<file path="src/pkg/iox_defines.svh">
// register offsets, reset values and counts of the expander core
`ifndef IOX_DEFINES_SVH
`define IOX_DEFINES_SVH

// byte offsets on the register bus
`define IOX_OFF_IN0 6'h00
`define IOX_OFF_IN1 6'h04
`define IOX_OFF_OUT0 6'h08
`define IOX_OFF_OUT1 6'h0c
`define IOX_OFF_POL0 6'h10
`define IOX_OFF_POL1 6'h14
`define IOX_OFF_DIR0 6'h18
`define IOX_OFF_DIR1 6'h1c
`define IOX_OFF_BUSADR 6'h20
`define IOX_OFF_STAT 6'h24
`define IOX_OFF_MASK 6'h28

// reset values; a direction bit of one means input
`define IOX_RST_OUT 8'hff
`define IOX_RST_POL 8'h00
`define IOX_RST_DIR 8'hff
`define IOX_RST_MASK 2'h0

// upper six bits of the serial bus address, arbitrary value
`define IOX_BUS_ADDR_BASE 6'h10

// cycles after reset during which the input registers follow the pins;
// one more than the three synchroniser stages plus the filter, so the last capture sees filtered pins
`define IOX_SETTLE_CYCLES 3'd5

// status bit positions
`define IOX_STAT_LOW 0
`define IOX_STAT_HIGH 1

`endif

</file>
<file path="src/pkg/iox_pkg.sv">
// types shared by the expander core
package iox_pkg;
  typedef enum logic [1:0] {
    IOX_RESP_OKAY = 2'h0,
    IOX_RESP_SLVERR = 2'h2
  } iox_resp_t;
endpackage : iox_pkg

</file>
<file path="src/verilog/iox_core.sv">
// sixteen-bit i/o expander core with an axi4-lite register slave
// Functional notes
// eight 8-bit registers: direction, input, output, polarity, one per half
// each pin is input or output per its direction bit, set by writes
// after any reset all sixteen pins are inputs
// input register holds sensed level, output register the driven level
// a set polarity bit inverts the pin level seen in the input register
// all eight registers are readable over the bus
// alert pulled low while any input differs from its input register bit
// external reset pin low resets everything like power-on
// address-select pin sets the low bit of the serial bus address
// a read of the input register returns the current port data
// alert clears when data returns or when the input register is read
// output pins never alert; other traffic leaves the alert alone (here a polarity or direction write can raise it)
// registers held at defaults while the reset pin stays low
// port pins are synchronised before comparison
// on leaving reset input registers capture current pins, others take defaults
`timescale 1ns/10ps
`include "iox_defines.svh"

module iox_core #(
  parameter int ADDR_W = 8
) (
  input wire logic SYS_CLK,
  input wire logic SRST,
  input wire logic RESET_N_PIN,
  input wire logic ADDR_SEL_PIN,
  input wire logic [7:0] PORT_LOW_HALF_PINS_IN,
  output logic [7:0] PORT_LOW_HALF_PINS_OUT,
  output logic [7:0] PORT_LOW_HALF_PINS_OE,
  input wire logic [7:0] PORT_HIGH_HALF_PINS_IN,
  output logic [7:0] PORT_HIGH_HALF_PINS_OUT,
  output logic [7:0] PORT_HIGH_HALF_PINS_OE,
  output logic ALERT_N_OUT,
  output logic ALERT_N_OE,
  output logic IRQ,
  input wire logic [ADDR_W-1:0] S_AXI_AWADDR,
  input wire logic S_AXI_AWVALID,
  output logic S_AXI_AWREADY,
  input wire logic [31:0] S_AXI_WDATA,
  input wire logic [3:0] S_AXI_WSTRB,
  input wire logic S_AXI_WVALID,
  output logic S_AXI_WREADY,
  output iox_pkg::iox_resp_t S_AXI_BRESP,
  output logic S_AXI_BVALID,
  input wire logic S_AXI_BREADY,
  input wire logic [ADDR_W-1:0] S_AXI_ARADDR,
  input wire logic S_AXI_ARVALID,
  output logic S_AXI_ARREADY,
  output logic [31:0] S_AXI_RDATA,
  output iox_pkg::iox_resp_t S_AXI_RRESP,
  output logic S_AXI_RVALID,
  input wire logic S_AXI_RREADY
);
  import iox_pkg::*;

  // the decode needs six offset bits; narrower buses cannot be served
  if (ADDR_W < 6) begin : g_addr_w_check
    $error("ADDR_W must be at least 6");
  end

  ////////////////////////////////////////////////////////////////////////////
  // reset

  logic [2:0] rst_pipe;
  logic ext_low;
  logic rst;

  // reset pin sync is cleared only by SRST, never by the reset it produces
  always_ff @(posedge SYS_CLK) begin
    if (SRST) begin
      rst_pipe <= 3'b111;
    end else begin
      rst_pipe <= {rst_pipe[1:0], RESET_N_PIN};
    end
  end

  // pin counts as low once second and third stages agree
  always_ff @(posedge SYS_CLK) begin
    if (SRST) begin
      ext_low <= 1'b0;
    end else if (rst_pipe[1] == rst_pipe[2]) begin
      ext_low <= ~rst_pipe[2];
    end
  end

  assign rst = SRST | ext_low;

  ////////////////////////////////////////////////////////////////////////////
  // pin synchronisers

  logic [16:0] pin_s1;
  logic [16:0] pin_s2;
  logic [16:0] pin_s3;
  logic [16:0] pin_f;
  logic [16:0] agree;

  // three stages; stage one feeds only stage two
  always_ff @(posedge SYS_CLK) begin
    if (rst) begin
      pin_s1 <= 17'h00000;
      pin_s2 <= 17'h00000;
      pin_s3 <= 17'h00000;
    end else begin
      pin_s1 <= {ADDR_SEL_PIN, PORT_HIGH_HALF_PINS_IN, PORT_LOW_HALF_PINS_IN};
      pin_s2 <= pin_s1;
      pin_s3 <= pin_s2;
    end
  end

  assign agree = ~(pin_s2 ^ pin_s3);

  // a bit changes only when the last two stages agree
  always_ff @(posedge SYS_CLK) begin
    if (rst) begin
      pin_f <= 17'h00000;
    end else begin
      pin_f <= (pin_s3 & agree) | (pin_f & ~agree);
    end
  end

  ////////////////////////////////////////////////////////////////////////////
  // register state

  logic [15:0] out_reg;
  logic [15:0] pol;
  logic [15:0] dir;
  logic [15:0] in_reg;
  logic [1:0] stat;
  logic [1:0] mask;
  logic [2:0] settle;
  logic [15:0] live;
  logic [15:0] diff;
  logic [1:0] ev;
  logic [6:0] bus_addr;

  assign live = pin_f[15:0] ^ pol;
  assign bus_addr = {`IOX_BUS_ADDR_BASE, pin_f[16]};

  // only inputs may alert, and not until the synchronisers have filled
  assign diff = dir & (live ^ in_reg) & {16{settle == 3'd0}};
  assign ev = {|diff[15:8], |diff[7:0]};

  ////////////////////////////////////////////////////////////////////////////
  // axi4-lite write channel

  logic aw_hold;
  logic w_hold;
  logic [5:0] aw_off;
  logic aw_hi;
  logic [31:0] w_data;
  logic [3:0] w_strb;
  logic bvalid;
  iox_resp_t bresp;
  logic wr_en;
  logic wr_ok;
  logic wr_lane;

  assign S_AXI_AWREADY = ~aw_hold & ~bvalid;
  assign S_AXI_WREADY = ~w_hold & ~bvalid;
  assign S_AXI_BVALID = bvalid;
  assign S_AXI_BRESP = bresp;
  assign wr_en = aw_hold & w_hold & ~bvalid;
  assign wr_lane = wr_en & wr_ok & w_strb[0];

  // address and data are taken in either order and held until both are in
  always_ff @(posedge SYS_CLK) begin
    if (rst) begin
      aw_hold <= 1'b0;
      aw_off <= 6'h00;
      aw_hi <= 1'b0;
    end else if (S_AXI_AWVALID && S_AXI_AWREADY) begin
      aw_hold <= 1'b1;
      aw_off <= S_AXI_AWADDR[5:0];
      aw_hi <= |(S_AXI_AWADDR >> 6);
    end else if (wr_en) begin
      aw_hold <= 1'b0;
    end
  end

  always_ff @(posedge SYS_CLK) begin
    if (rst) begin
      w_hold <= 1'b0;
      w_data <= 32'h00000000;
      w_strb <= 4'h0;
    end else if (S_AXI_WVALID && S_AXI_WREADY) begin
      w_hold <= 1'b1;
      w_data <= S_AXI_WDATA;
      w_strb <= S_AXI_WSTRB;
    end else if (wr_en) begin
      w_hold <= 1'b0;
    end
  end

  // decode of writable and read-only offsets
  always_comb begin
    case (aw_off)
      `IOX_OFF_IN0, `IOX_OFF_IN1, `IOX_OFF_OUT0, `IOX_OFF_OUT1,
      `IOX_OFF_POL0, `IOX_OFF_POL1, `IOX_OFF_DIR0, `IOX_OFF_DIR1,
      `IOX_OFF_BUSADR, `IOX_OFF_STAT, `IOX_OFF_MASK: begin
        wr_ok = ~aw_hi;
      end
      default: begin
        wr_ok = 1'b0;
      end
    endcase
  end

  // response follows the write one cycle later
  always_ff @(posedge SYS_CLK) begin
    if (rst) begin
      bvalid <= 1'b0;
      bresp <= IOX_RESP_OKAY;
    end else if (wr_en) begin
      bvalid <= 1'b1;
      bresp <= wr_ok ? IOX_RESP_OKAY : IOX_RESP_SLVERR;
    end else if (S_AXI_BREADY) begin
      bvalid <= 1'b0;
    end
  end

  ////////////////////////////////////////////////////////////////////////////
  // writable registers

  // output latches; the pin shows them only where direction says output
  always_ff @(posedge SYS_CLK) begin
    if (rst) begin
      out_reg <= {`IOX_RST_OUT, `IOX_RST_OUT};
    end else if (wr_lane && aw_off == `IOX_OFF_OUT0) begin
      out_reg[7:0] <= w_data[7:0];
    end else if (wr_lane && aw_off == `IOX_OFF_OUT1) begin
      out_reg[15:8] <= w_data[7:0];
    end
  end

  always_ff @(posedge SYS_CLK) begin
    if (rst) begin
      pol <= {`IOX_RST_POL, `IOX_RST_POL};
    end else if (wr_lane && aw_off == `IOX_OFF_POL0) begin
      pol[7:0] <= w_data[7:0];
    end else if (wr_lane && aw_off == `IOX_OFF_POL1) begin
      pol[15:8] <= w_data[7:0];
    end
  end

  always_ff @(posedge SYS_CLK) begin
    if (rst) begin
      dir <= {`IOX_RST_DIR, `IOX_RST_DIR};
    end else if (wr_lane && aw_off == `IOX_OFF_DIR0) begin
      dir[7:0] <= w_data[7:0];
    end else if (wr_lane && aw_off == `IOX_OFF_DIR1) begin
      dir[15:8] <= w_data[7:0];
    end
  end

  always_ff @(posedge SYS_CLK) begin
    if (rst) begin
      mask <= `IOX_RST_MASK;
    end else if (wr_lane && aw_off == `IOX_OFF_MASK) begin
      mask <= w_data[1:0];
    end
  end

  ////////////////////////////////////////////////////////////////////////////
  // axi4-lite read channel

  logic rvalid;
  iox_resp_t rresp;
  logic [31:0] rdata;
  logic [7:0] rd_val;
  logic rd_ok;
  logic rd_take;

  assign S_AXI_ARREADY = ~rvalid;
  assign S_AXI_RVALID = rvalid;
  assign S_AXI_RRESP = rresp;
  assign S_AXI_RDATA = rdata;
  assign rd_take = S_AXI_ARVALID & ~rvalid;

  // input offsets return live port data, not the latched copy
  always_comb begin
    rd_ok = ~|(S_AXI_ARADDR >> 6);
    case (S_AXI_ARADDR[5:0])
      `IOX_OFF_IN0: rd_val = live[7:0];
      `IOX_OFF_IN1: rd_val = live[15:8];
      `IOX_OFF_OUT0: rd_val = out_reg[7:0];
      `IOX_OFF_OUT1: rd_val = out_reg[15:8];
      `IOX_OFF_POL0: rd_val = pol[7:0];
      `IOX_OFF_POL1: rd_val = pol[15:8];
      `IOX_OFF_DIR0: rd_val = dir[7:0];
      `IOX_OFF_DIR1: rd_val = dir[15:8];
      `IOX_OFF_BUSADR: rd_val = {1'b0, bus_addr};
      `IOX_OFF_STAT: rd_val = {6'h00, stat};
      `IOX_OFF_MASK: rd_val = {6'h00, mask};
      default: begin
        rd_val = 8'h00;
        rd_ok = 1'b0;
      end
    endcase
  end

  always_ff @(posedge SYS_CLK) begin
    if (rst) begin
      rvalid <= 1'b0;
      rresp <= IOX_RESP_OKAY;
      rdata <= 32'h00000000;
    end else if (rd_take) begin
      rvalid <= 1'b1;
      rresp <= rd_ok ? IOX_RESP_OKAY : IOX_RESP_SLVERR;
      rdata <= rd_ok ? {24'h000000, rd_val} : 32'h00000000;
    end else if (S_AXI_RREADY) begin
      rvalid <= 1'b0;
    end
  end

  ////////////////////////////////////////////////////////////////////////////
  // input latch and change alert

  // a read latches the half it returned, which clears that half's alert
  always_ff @(posedge SYS_CLK) begin
    if (rst) begin
      settle <= `IOX_SETTLE_CYCLES;
      in_reg <= 16'h0000;
    end else if (settle != 3'd0) begin
      settle <= settle - 3'd1;
      in_reg <= live;
    end else if (rd_take && rd_ok && S_AXI_ARADDR[5:0] == `IOX_OFF_IN0) begin
      in_reg[7:0] <= live[7:0];
    end else if (rd_take && rd_ok && S_AXI_ARADDR[5:0] == `IOX_OFF_IN1) begin
      in_reg[15:8] <= live[15:8];
    end
  end

  // alert is a registered compare, so it drops one cycle after the data returns
  always_ff @(posedge SYS_CLK) begin
    if (rst) begin
      ALERT_N_OE <= 1'b0;
    end else begin
      ALERT_N_OE <= |diff;
    end
  end

  assign ALERT_N_OUT = 1'b0;

  // sticky status: a change in the clearing cycle wins over the clear
  always_ff @(posedge SYS_CLK) begin
    if (rst) begin
      stat <= 2'h0;
    end else if (wr_lane && aw_off == `IOX_OFF_STAT) begin
      stat <= (stat & ~w_data[1:0]) | ev;
    end else begin
      stat <= stat | ev;
    end
  end

  assign IRQ = |(stat & mask);

  ////////////////////////////////////////////////////////////////////////////
  // port pins

  // a pin drives only where its direction bit is zero
  assign PORT_LOW_HALF_PINS_OUT = out_reg[7:0];
  assign PORT_HIGH_HALF_PINS_OUT = out_reg[15:8];
  assign PORT_LOW_HALF_PINS_OE = ~dir[7:0];
  assign PORT_HIGH_HALF_PINS_OE = ~dir[15:8];

endmodule : iox_core

</file>
<file path="config.mk">
export PLATFORM = sky130hd
export DESIGN_NAME = iox_core
export DESIGN_NICKNAME = d
export VERILOG_FILES = /design/src/pkg/iox_pkg.sv /design/src/verilog/iox_core.sv
export VERILOG_INCLUDE_DIRS = /design/src /design/src/pkg
export SDC_FILE = /design/constraint.sdc
export NUM_CORES = 1
export LEC_CHECK = 0
export ABC_CLOCK_PERIOD_IN_PS = 1900
export BUFFER_PORTS_ARGS = -buffer_cell sky130_fd_sc_hd__buf_2
export CORE_MARGIN = 3
export CORE_UTILIZATION = 45
export DETAILED_ROUTE_END_ITERATION = 8
export PLACE_DENSITY_LB_ADDON = 0.15
export SETUP_SLACK_MARGIN = 0.15
export SYNTH_ARGS = -nofsm -noshare
export SYNTH_HDL_FRONTEND = slang
export SYNTH_SLANG_ARGS = --single-unit
</file>
<file path="constraint.sdc">
create_clock -name SYS_CLK -period 1.9 [get_ports SYS_CLK]
set_clock_uncertainty 0.05 [all_clocks]
set_input_delay 0.285 -clock SYS_CLK [delete_from_list [all_inputs] [get_ports SYS_CLK]]
set_output_delay 0.285 -clock SYS_CLK [all_outputs]
set_load 0.005 [all_outputs]
</file>
==> flow_summary.yaml, run 1 <==
outcome:
  status: "finished clean"
pwr:
  ir_worst_vdd_uv: 662
  power_uw: 7920
  leakage_uw: 0.00375
  powerDensity_mw_per_mm2: 910
grt:
  grt_pass1_vias: 5368
  grt_first_pass_wirelength_mm: 28.5
  antenna_found_initial: 0
  gr-total-overflow: 0
  grt_start_max_net_pins: 60
  grt_util_all_layers_pct: 21.0
cells_and_area:
  reg.largest.list: "pin_s1 (17), pin_s2 (17), pin_s3 (17)"
  stdcell_area_sq_mm: 0.00871
  syn_to_final_growth_pct: 22.6
  drive_above_1_share_pct: 20.9
  n_antenna_cell: 0
  final_nets: 982
timing:
  fin_setup_tns_ps: 0
  timing.fmax_mhz: 595
  finalWorstSetupSlack_ps: 218
  report.final.slew_viol_count: 0
  worst_slew_pin_slew_ps: 511
  fin_crit_sh_pct: 88.5
  period_minus_slack_ps: 1680
  slew_headroom_pct: 65.7
  whs_ps: 34.6
  rsz0062_at_grt: "true"
  finalHoldViolCount: 0
  setup_violations: 0
logic_synthesis:
  ys_ff_latch: 174
  synth-async-reset-ratio_pct: 0
  synth_cell_types: 50
  synthCells: 773
  ys_warn_count: 0
  syn_avg_cell_area_sq_um: 9.19
  synthTopCellsByArea: "dfxtp_1, mux2i_1, nand2_1"
  seq_area_frac_synth_pct: 49.0
  synth-edff-count: 0
  synth_top_area_cell: "dfxtp_1"
  yosys.area.top_type_share_pct: 49.0
  netlist_area_sq_mm: 0.00711
  synthFlopType: "dfxtp_1"
detailed_routing:
  drc: 0
  first_iter_violations: 345
  firstDrtPassIters: 5
  drtAntennaViolNets: 0
  wire_per_inst_microns: 16.1
  vias_per_cell: 5.04
  drt-total-wl_mm: 18.2
  num_vias: 5682
cts:
  htree_levels: 4
  path_clk_slew_ps: 70
  cts_tree: "yes"
  clock-sinks: 174
  clk_latency_ps: 430
  ctsRootBufferMaster: "clkbuf_16"
  clk_path_buf_depth: 2
  cts_made_buffers: 17
floorplan:
  start_util_pct: 46.4
  ios: 153
  die_h_microns: 132
  dieArea_sq_mm: 0.0173
  core_sq_mm: 0.0153
  die_w_microns: 132
  rows: 45
setup_path:
  crit_type: "flop to flop"
  worstSetupStartpointType: "flop"
  r2r_slack_ps: 220
  end_kind: "flop"
  r2r_cells: 6
  path_max_fanout: 8
  reg2reg_to: "pol[2]$_SDFFE_PP0P_"
  required_ps: 2170
  r2r-start: "aw_hi$_SDFFE_PP0P_"
  cp-startpoint: "aw_hi$_SDFFE_PP0P_"
  arrival_ps: 1950
min_path:
  hold_end: "w_data[2]$_SDFFE_PP0P_"
  hp-start: "S_AXI_WDATA[2]"
  hold_depth: 3
  holdCritPathClass: "input port to flop"
placement:
  globalplace.congestion: 0.984
  port_buffers: 98
  placed_cell_area_sq_mm: 0.00783
  dp_hpwl_mm: 13.3
  pre_cts_ws_ps: 60.7
run:
  drv_cap: 0
-- cell usage in the layout, fill, tap and decap left out, types with 3 or more instances in the layout --
cell type      Yosys  routed
nor2b_1           13      13
o31ai_1            3       3
and2_1            54      54
buf_4             30      28
inv_8              0       4
buf_2              7      99
xnor2_1           41      40
mux2i_1           42      41
clkbuf_16          0      17
inv_1             24      24
nand2b_1           8       6
or2_2              4       4
o21ai_0           31      31
and3_1             3       3
nand4_1            3       3
a221oi_1           5       5
nor2_2             2       3
nor3_1             4       4
dfxtp_1          174     173
a21oi_1           52      52
dlygate4sd3_1      0      18
inv_6              0       4
nand3_1            5       4
a22oi_1           13      13
nand2_1          109     109
o211ai_1          17      17
conb_1             1      27
nor2_1            55      53
mux2_2             3       3
a211oi_1          12      12
-- where the power goes --
group	leakage [uW]	total, uW	switching (uW)	internal, uW
Clock	0.000292	3540	1550	1980
Sequential	0.00142	3840	89.1	3750
Combinational	0.00204	545	306	239
Total	0.00375	7920	1950	5970
-- synth_stat cells, types with 4 or more instances --
master and n:
inv_1 24, o21ai_0 31, a22oi_1 13, buf_2 7, xnor2_1 41, or2_2 4
nor2_1 55, a211oi_1 12, buf_4 30, and2_1 54, nor2b_1 13, dfxtp_1 174
nor3_1 4, clkbuf_1 24, nand3_1 5, nand2_1 109, nand2b_1 8, mux2i_1 42
o211ai_1 17, a21oi_1 52, a221oi_1 5
-- cells by family after synthesis --
| family | Yosys count | synth area share, % |
|---|---|---|
| muxes | 47 | 7.03 |
| AOI/OAI and AO/OA | 149 | 13.1 |
| adders and majority gates | 2 | 0.352 |
| xor gates and xnor gates | 42 | 5.18 |
| buffers and inverters | 87 | 6.52 |
| DFF | 174 | 49.0 |
| other | 1 | 0.0528 |
| and+or+nand+nor | 271 | 18.7 |
-- timing repair --
action | in CTS | in global routing
setup endpoints to repair | 25 | 23
hold endpoints to repair | 18 | 0
pin swaps | 0 | 2
cloned | 0 | 1
setup buffers | 1 | 2
hold buffers | 18 | 0
gates resized for setup | 5 | 12
-- area by class of cell --
class	count	area (sq um)
fill	1438	6610
sequential	174	3480
multi-input combinational	538	3330
timing repair buffer	148	937
clock buffer	17	425
tap	211	264
clock inverter	15	174
inverter	24	90.1
-- per-layer routing --
metal / up-vias / GRT usage (%) / wire length [microns]
met5: - / 0 / 0
met4: 0 / 10.1 / 595
met3: 38 / 4.71 / 934
met2: 185 / 33.3 / 8450
met1: 2641 / 27.1 / 8200
li1: 2818 / - / -
-- per-stage QoR --
stage                     cells  util (%)
after floorplan             799         -
after global placement     1073      51.1
after detailed placement   1073      51.1
after CTS                  1124      56.4
after global routing       1127      56.9
final                      1127      56.9
-- worst max-delay path by stage --
stage,endpoint,slack [ps],cells after the start
finish,pol[2]$_SDFFE_PP0P_,220,6
global route,pol[2]$_SDFFE_PP0P_,90,6
CTS,pol[2]$_SDFFE_PP0P_,130,6
detailed placement,in_reg[3]$_SDFFE_PP0P_,60,7
global placement,in_reg[5]$_SDFFE_PP0P_,90,7
floorplan,pol[0]$_SDFFE_PP0P_,250,7
-- critical path, cell delays in order (launching register included) --
cell and delay [ps]:
dfxtp_1 340, nor3_4 280, nand4_4 130, or3_1 340, buf_6 170, mux2i_2 200
nor2_1 60
No activity file was read; power rests on OpenSTA's default activity.
==> run 2, diff against run 1 <==
--- a/config.mk
+++ b/config.mk
@@ -8,8 +8,11 @@
 export LEC_CHECK = 0
 export ABC_CLOCK_PERIOD_IN_PS = 1900
 export BUFFER_PORTS_ARGS = -buffer_cell sky130_fd_sc_hd__buf_2
+export CAP_MARGIN = 10
+export CELL_PAD_IN_SITES_DETAIL_PLACEMENT = 0
+export CELL_PAD_IN_SITES_GLOBAL_PLACEMENT = 1
 export CORE_MARGIN = 3
-export CORE_UTILIZATION = 45
+export CORE_UTILIZATION = 41
 export DETAILED_ROUTE_END_ITERATION = 8
 export PLACE_DENSITY_LB_ADDON = 0.15
 export SETUP_SLACK_MARGIN = 0.15
==> run 2 against run 1 <==
Effect of this change:
- critical path depth is 1 lower
- hold slack improved by 4.7 ps
- power down 0.58%
- largest power group unchanged
==> flow_summary.yaml, run 2 (synthesis gave the netlist of run 1 again) <==
min_path:
  holdCritPathClass: "input port to flop"
  hold_end: "w_strb[0]$_SDFFE_PP0P_"
  hp-start: "S_AXI_WSTRB[0]"
  hold_depth: 3
timing:
  rsz0062_at_grt: "false"
  report.final.slew_viol_count: 0
  whs_ps: 39.3
  slew_headroom_pct: 62.4
  finalWorstSetupSlack_ps: 215
  timing.fmax_mhz: 594
  period_minus_slack_ps: 1680
  finalHoldViolCount: 0
  fin_setup_tns_ps: 0
  fin_crit_sh_pct: 88.7
  worst_slew_pin_slew_ps: 563
  setup_violations: 0
pwr:
  power_uw: 7880
  ir_worst_vdd_uv: 639
  leakage_uw: 0.00374
  powerDensity_mw_per_mm2: 903
setup_path:
  end_kind: "flop"
  required_ps: 2160
  worstSetupStartpointType: "flop"
  reg2reg_to: "S_AXI_RDATA[6]$_SDFFE_PP0P_"
  crit_type: "flop to flop"
  r2r_slack_ps: 220
  path_max_fanout: 4
  r2r-start: "pol[6]$_SDFFE_PP0P_"
  arrival_ps: 1950
  r2r_cells: 5
floorplan:
  dieArea_sq_mm: 0.0189
  rows: 47
  die_w_microns: 138
  core_sq_mm: 0.0168
  ios: 153
  die_h_microns: 138
  start_util_pct: 42.4
cts:
  clk_latency_ps: 430
  clock-sinks: 174
  cts_tree: "yes"
  cts_made_buffers: 17
  path_clk_slew_ps: 70
  htree_levels: 4
  ctsRootBufferMaster: "clkbuf_16"
  clk_path_buf_depth: 2
detailed_routing:
  drtAntennaViolNets: 0
  vias_per_cell: 4.96
  drt-total-wl_mm: 18.6
  num_vias: 5618
  firstDrtPassIters: 5
  drc: 0
  wire_per_inst_microns: 16.4
  first_iter_violations: 302
cells_and_area:
  final_cell_mix: "dfxtp_1, nand2_1, buf_2"
  reg.largest.list: "pin_s1 (17), pin_s2 (17), pin_s3 (17)"
  syn_to_final_growth_pct: 22.8
  final_common_cell: "dfxtp_1"
  stdcell_area_sq_mm: 0.00872
  final_nets: 979
  n_antenna_cell: 0
  drive_above_1_share_pct: 20.8
grt:
  grt_util_all_layers_pct: 19.8
  grt_first_pass_wirelength_mm: 28.5
  grt_start_max_net_pins: 91
  gr-total-overflow: 0
  antenna_found_initial: 0
  grt_pass1_vias: 5282
placement:
  globalplace.congestion: 0.864
  placed_cell_area_sq_mm: 0.00783
  pre_cts_ws_ps: 21.0
  port_buffers: 98
  dp_hpwl_mm: 13.4
run:
  drv_cap: 0
outcome:
  status: "finished clean"
## run 2: cell types whose count changed in the layout (fill, tap and decap cells not counted), sizes merged
cell	previous run	this run
buf	130	127
clkbuf	17	19
bufinv	2	1
inv	32	31
## run 2: stage by stage
stage,instances,utilization (%)
3_3_place_gp,1081,46.7
4_1_cts,1133,51.7
5_1_grt,1133,52.0
6_report,1133,52.0
2_1_floorplan,799,-
3_5_place_dp,1081,46.7
## run 2: power breakdown
| group | internal, uW | switching (uW) | leakage [uW] |
|---|---|---|---|
| clock | 1930 | 1570 | 0.000290 |
| combinational | 232 | 297 | 0.00204 |
| sequential | 3750 | 93.1 | 0.00142 |
| total | 5920 | 1960 | 0.00374 |
## run 2: timing repair
item | CTS | global route
hold endpoints to repair | 18 | 0
cloned | 0 | 0
hold buffers | 18 | 0
buffers inserted | 2 | 0
pin swaps | 1 | 0
resized for setup | 4 | 12
endpoints found under the setup margin | 29 | 38
## run 2: worst max-delay path by stage
stage               cells after the start  slack, ps                     endpoint                 startpoint
finish                                  5        220  S_AXI_RDATA[6]$_SDFFE_PP0P_        pol[6]$_SDFFE_PP0P_
global route                            5        160     out_reg[12]$_SDFFE_PP1P_     aw_off[0]$_SDFFE_PP0P_
CTS                                     5        180  S_AXI_RDATA[6]$_SDFFE_PP0P_  S_AXI_RVALID$_SDFFE_PP0P_
detailed placement                      5         20      out_reg[7]$_SDFFE_PP1P_  S_AXI_BVALID$_SDFFE_PP0P_
global placement                        7         90  S_AXI_RDATA[6]$_SDFFE_PP0P_            S_AXI_ARADDR[3]
floorplan                               7        250          pol[0]$_SDFFE_PP0P_  S_AXI_BVALID$_SDFFE_PP0P_
## run 2: final cells by class
cell class              count  area [sq um]
fillers                  1569          8040
flip-flops and latches    174          3480
multi-input cells         538          3340
repair buffers            145           930
clock buffers              19           453
well taps                 220           275
clock inverters            13           148
inverters                  24          90.1
## run 2: routing by layer
metal	share of wire, %	GRT usage [%]	up-vias
met4	1.3	6.15	0
li1	-	-	2813
met5	0	0	-
met1	47	26.5	2658
met3	4.3	3.87	16
met2	47	32.4	131
## run 2: critical path, stage by stage (launching register included)
cell and delay [ps]:
dfxtp_1 370, xor2_1 190, mux4_2 470, and3b_1 200
o21bai_1 210, a21oi_1 90
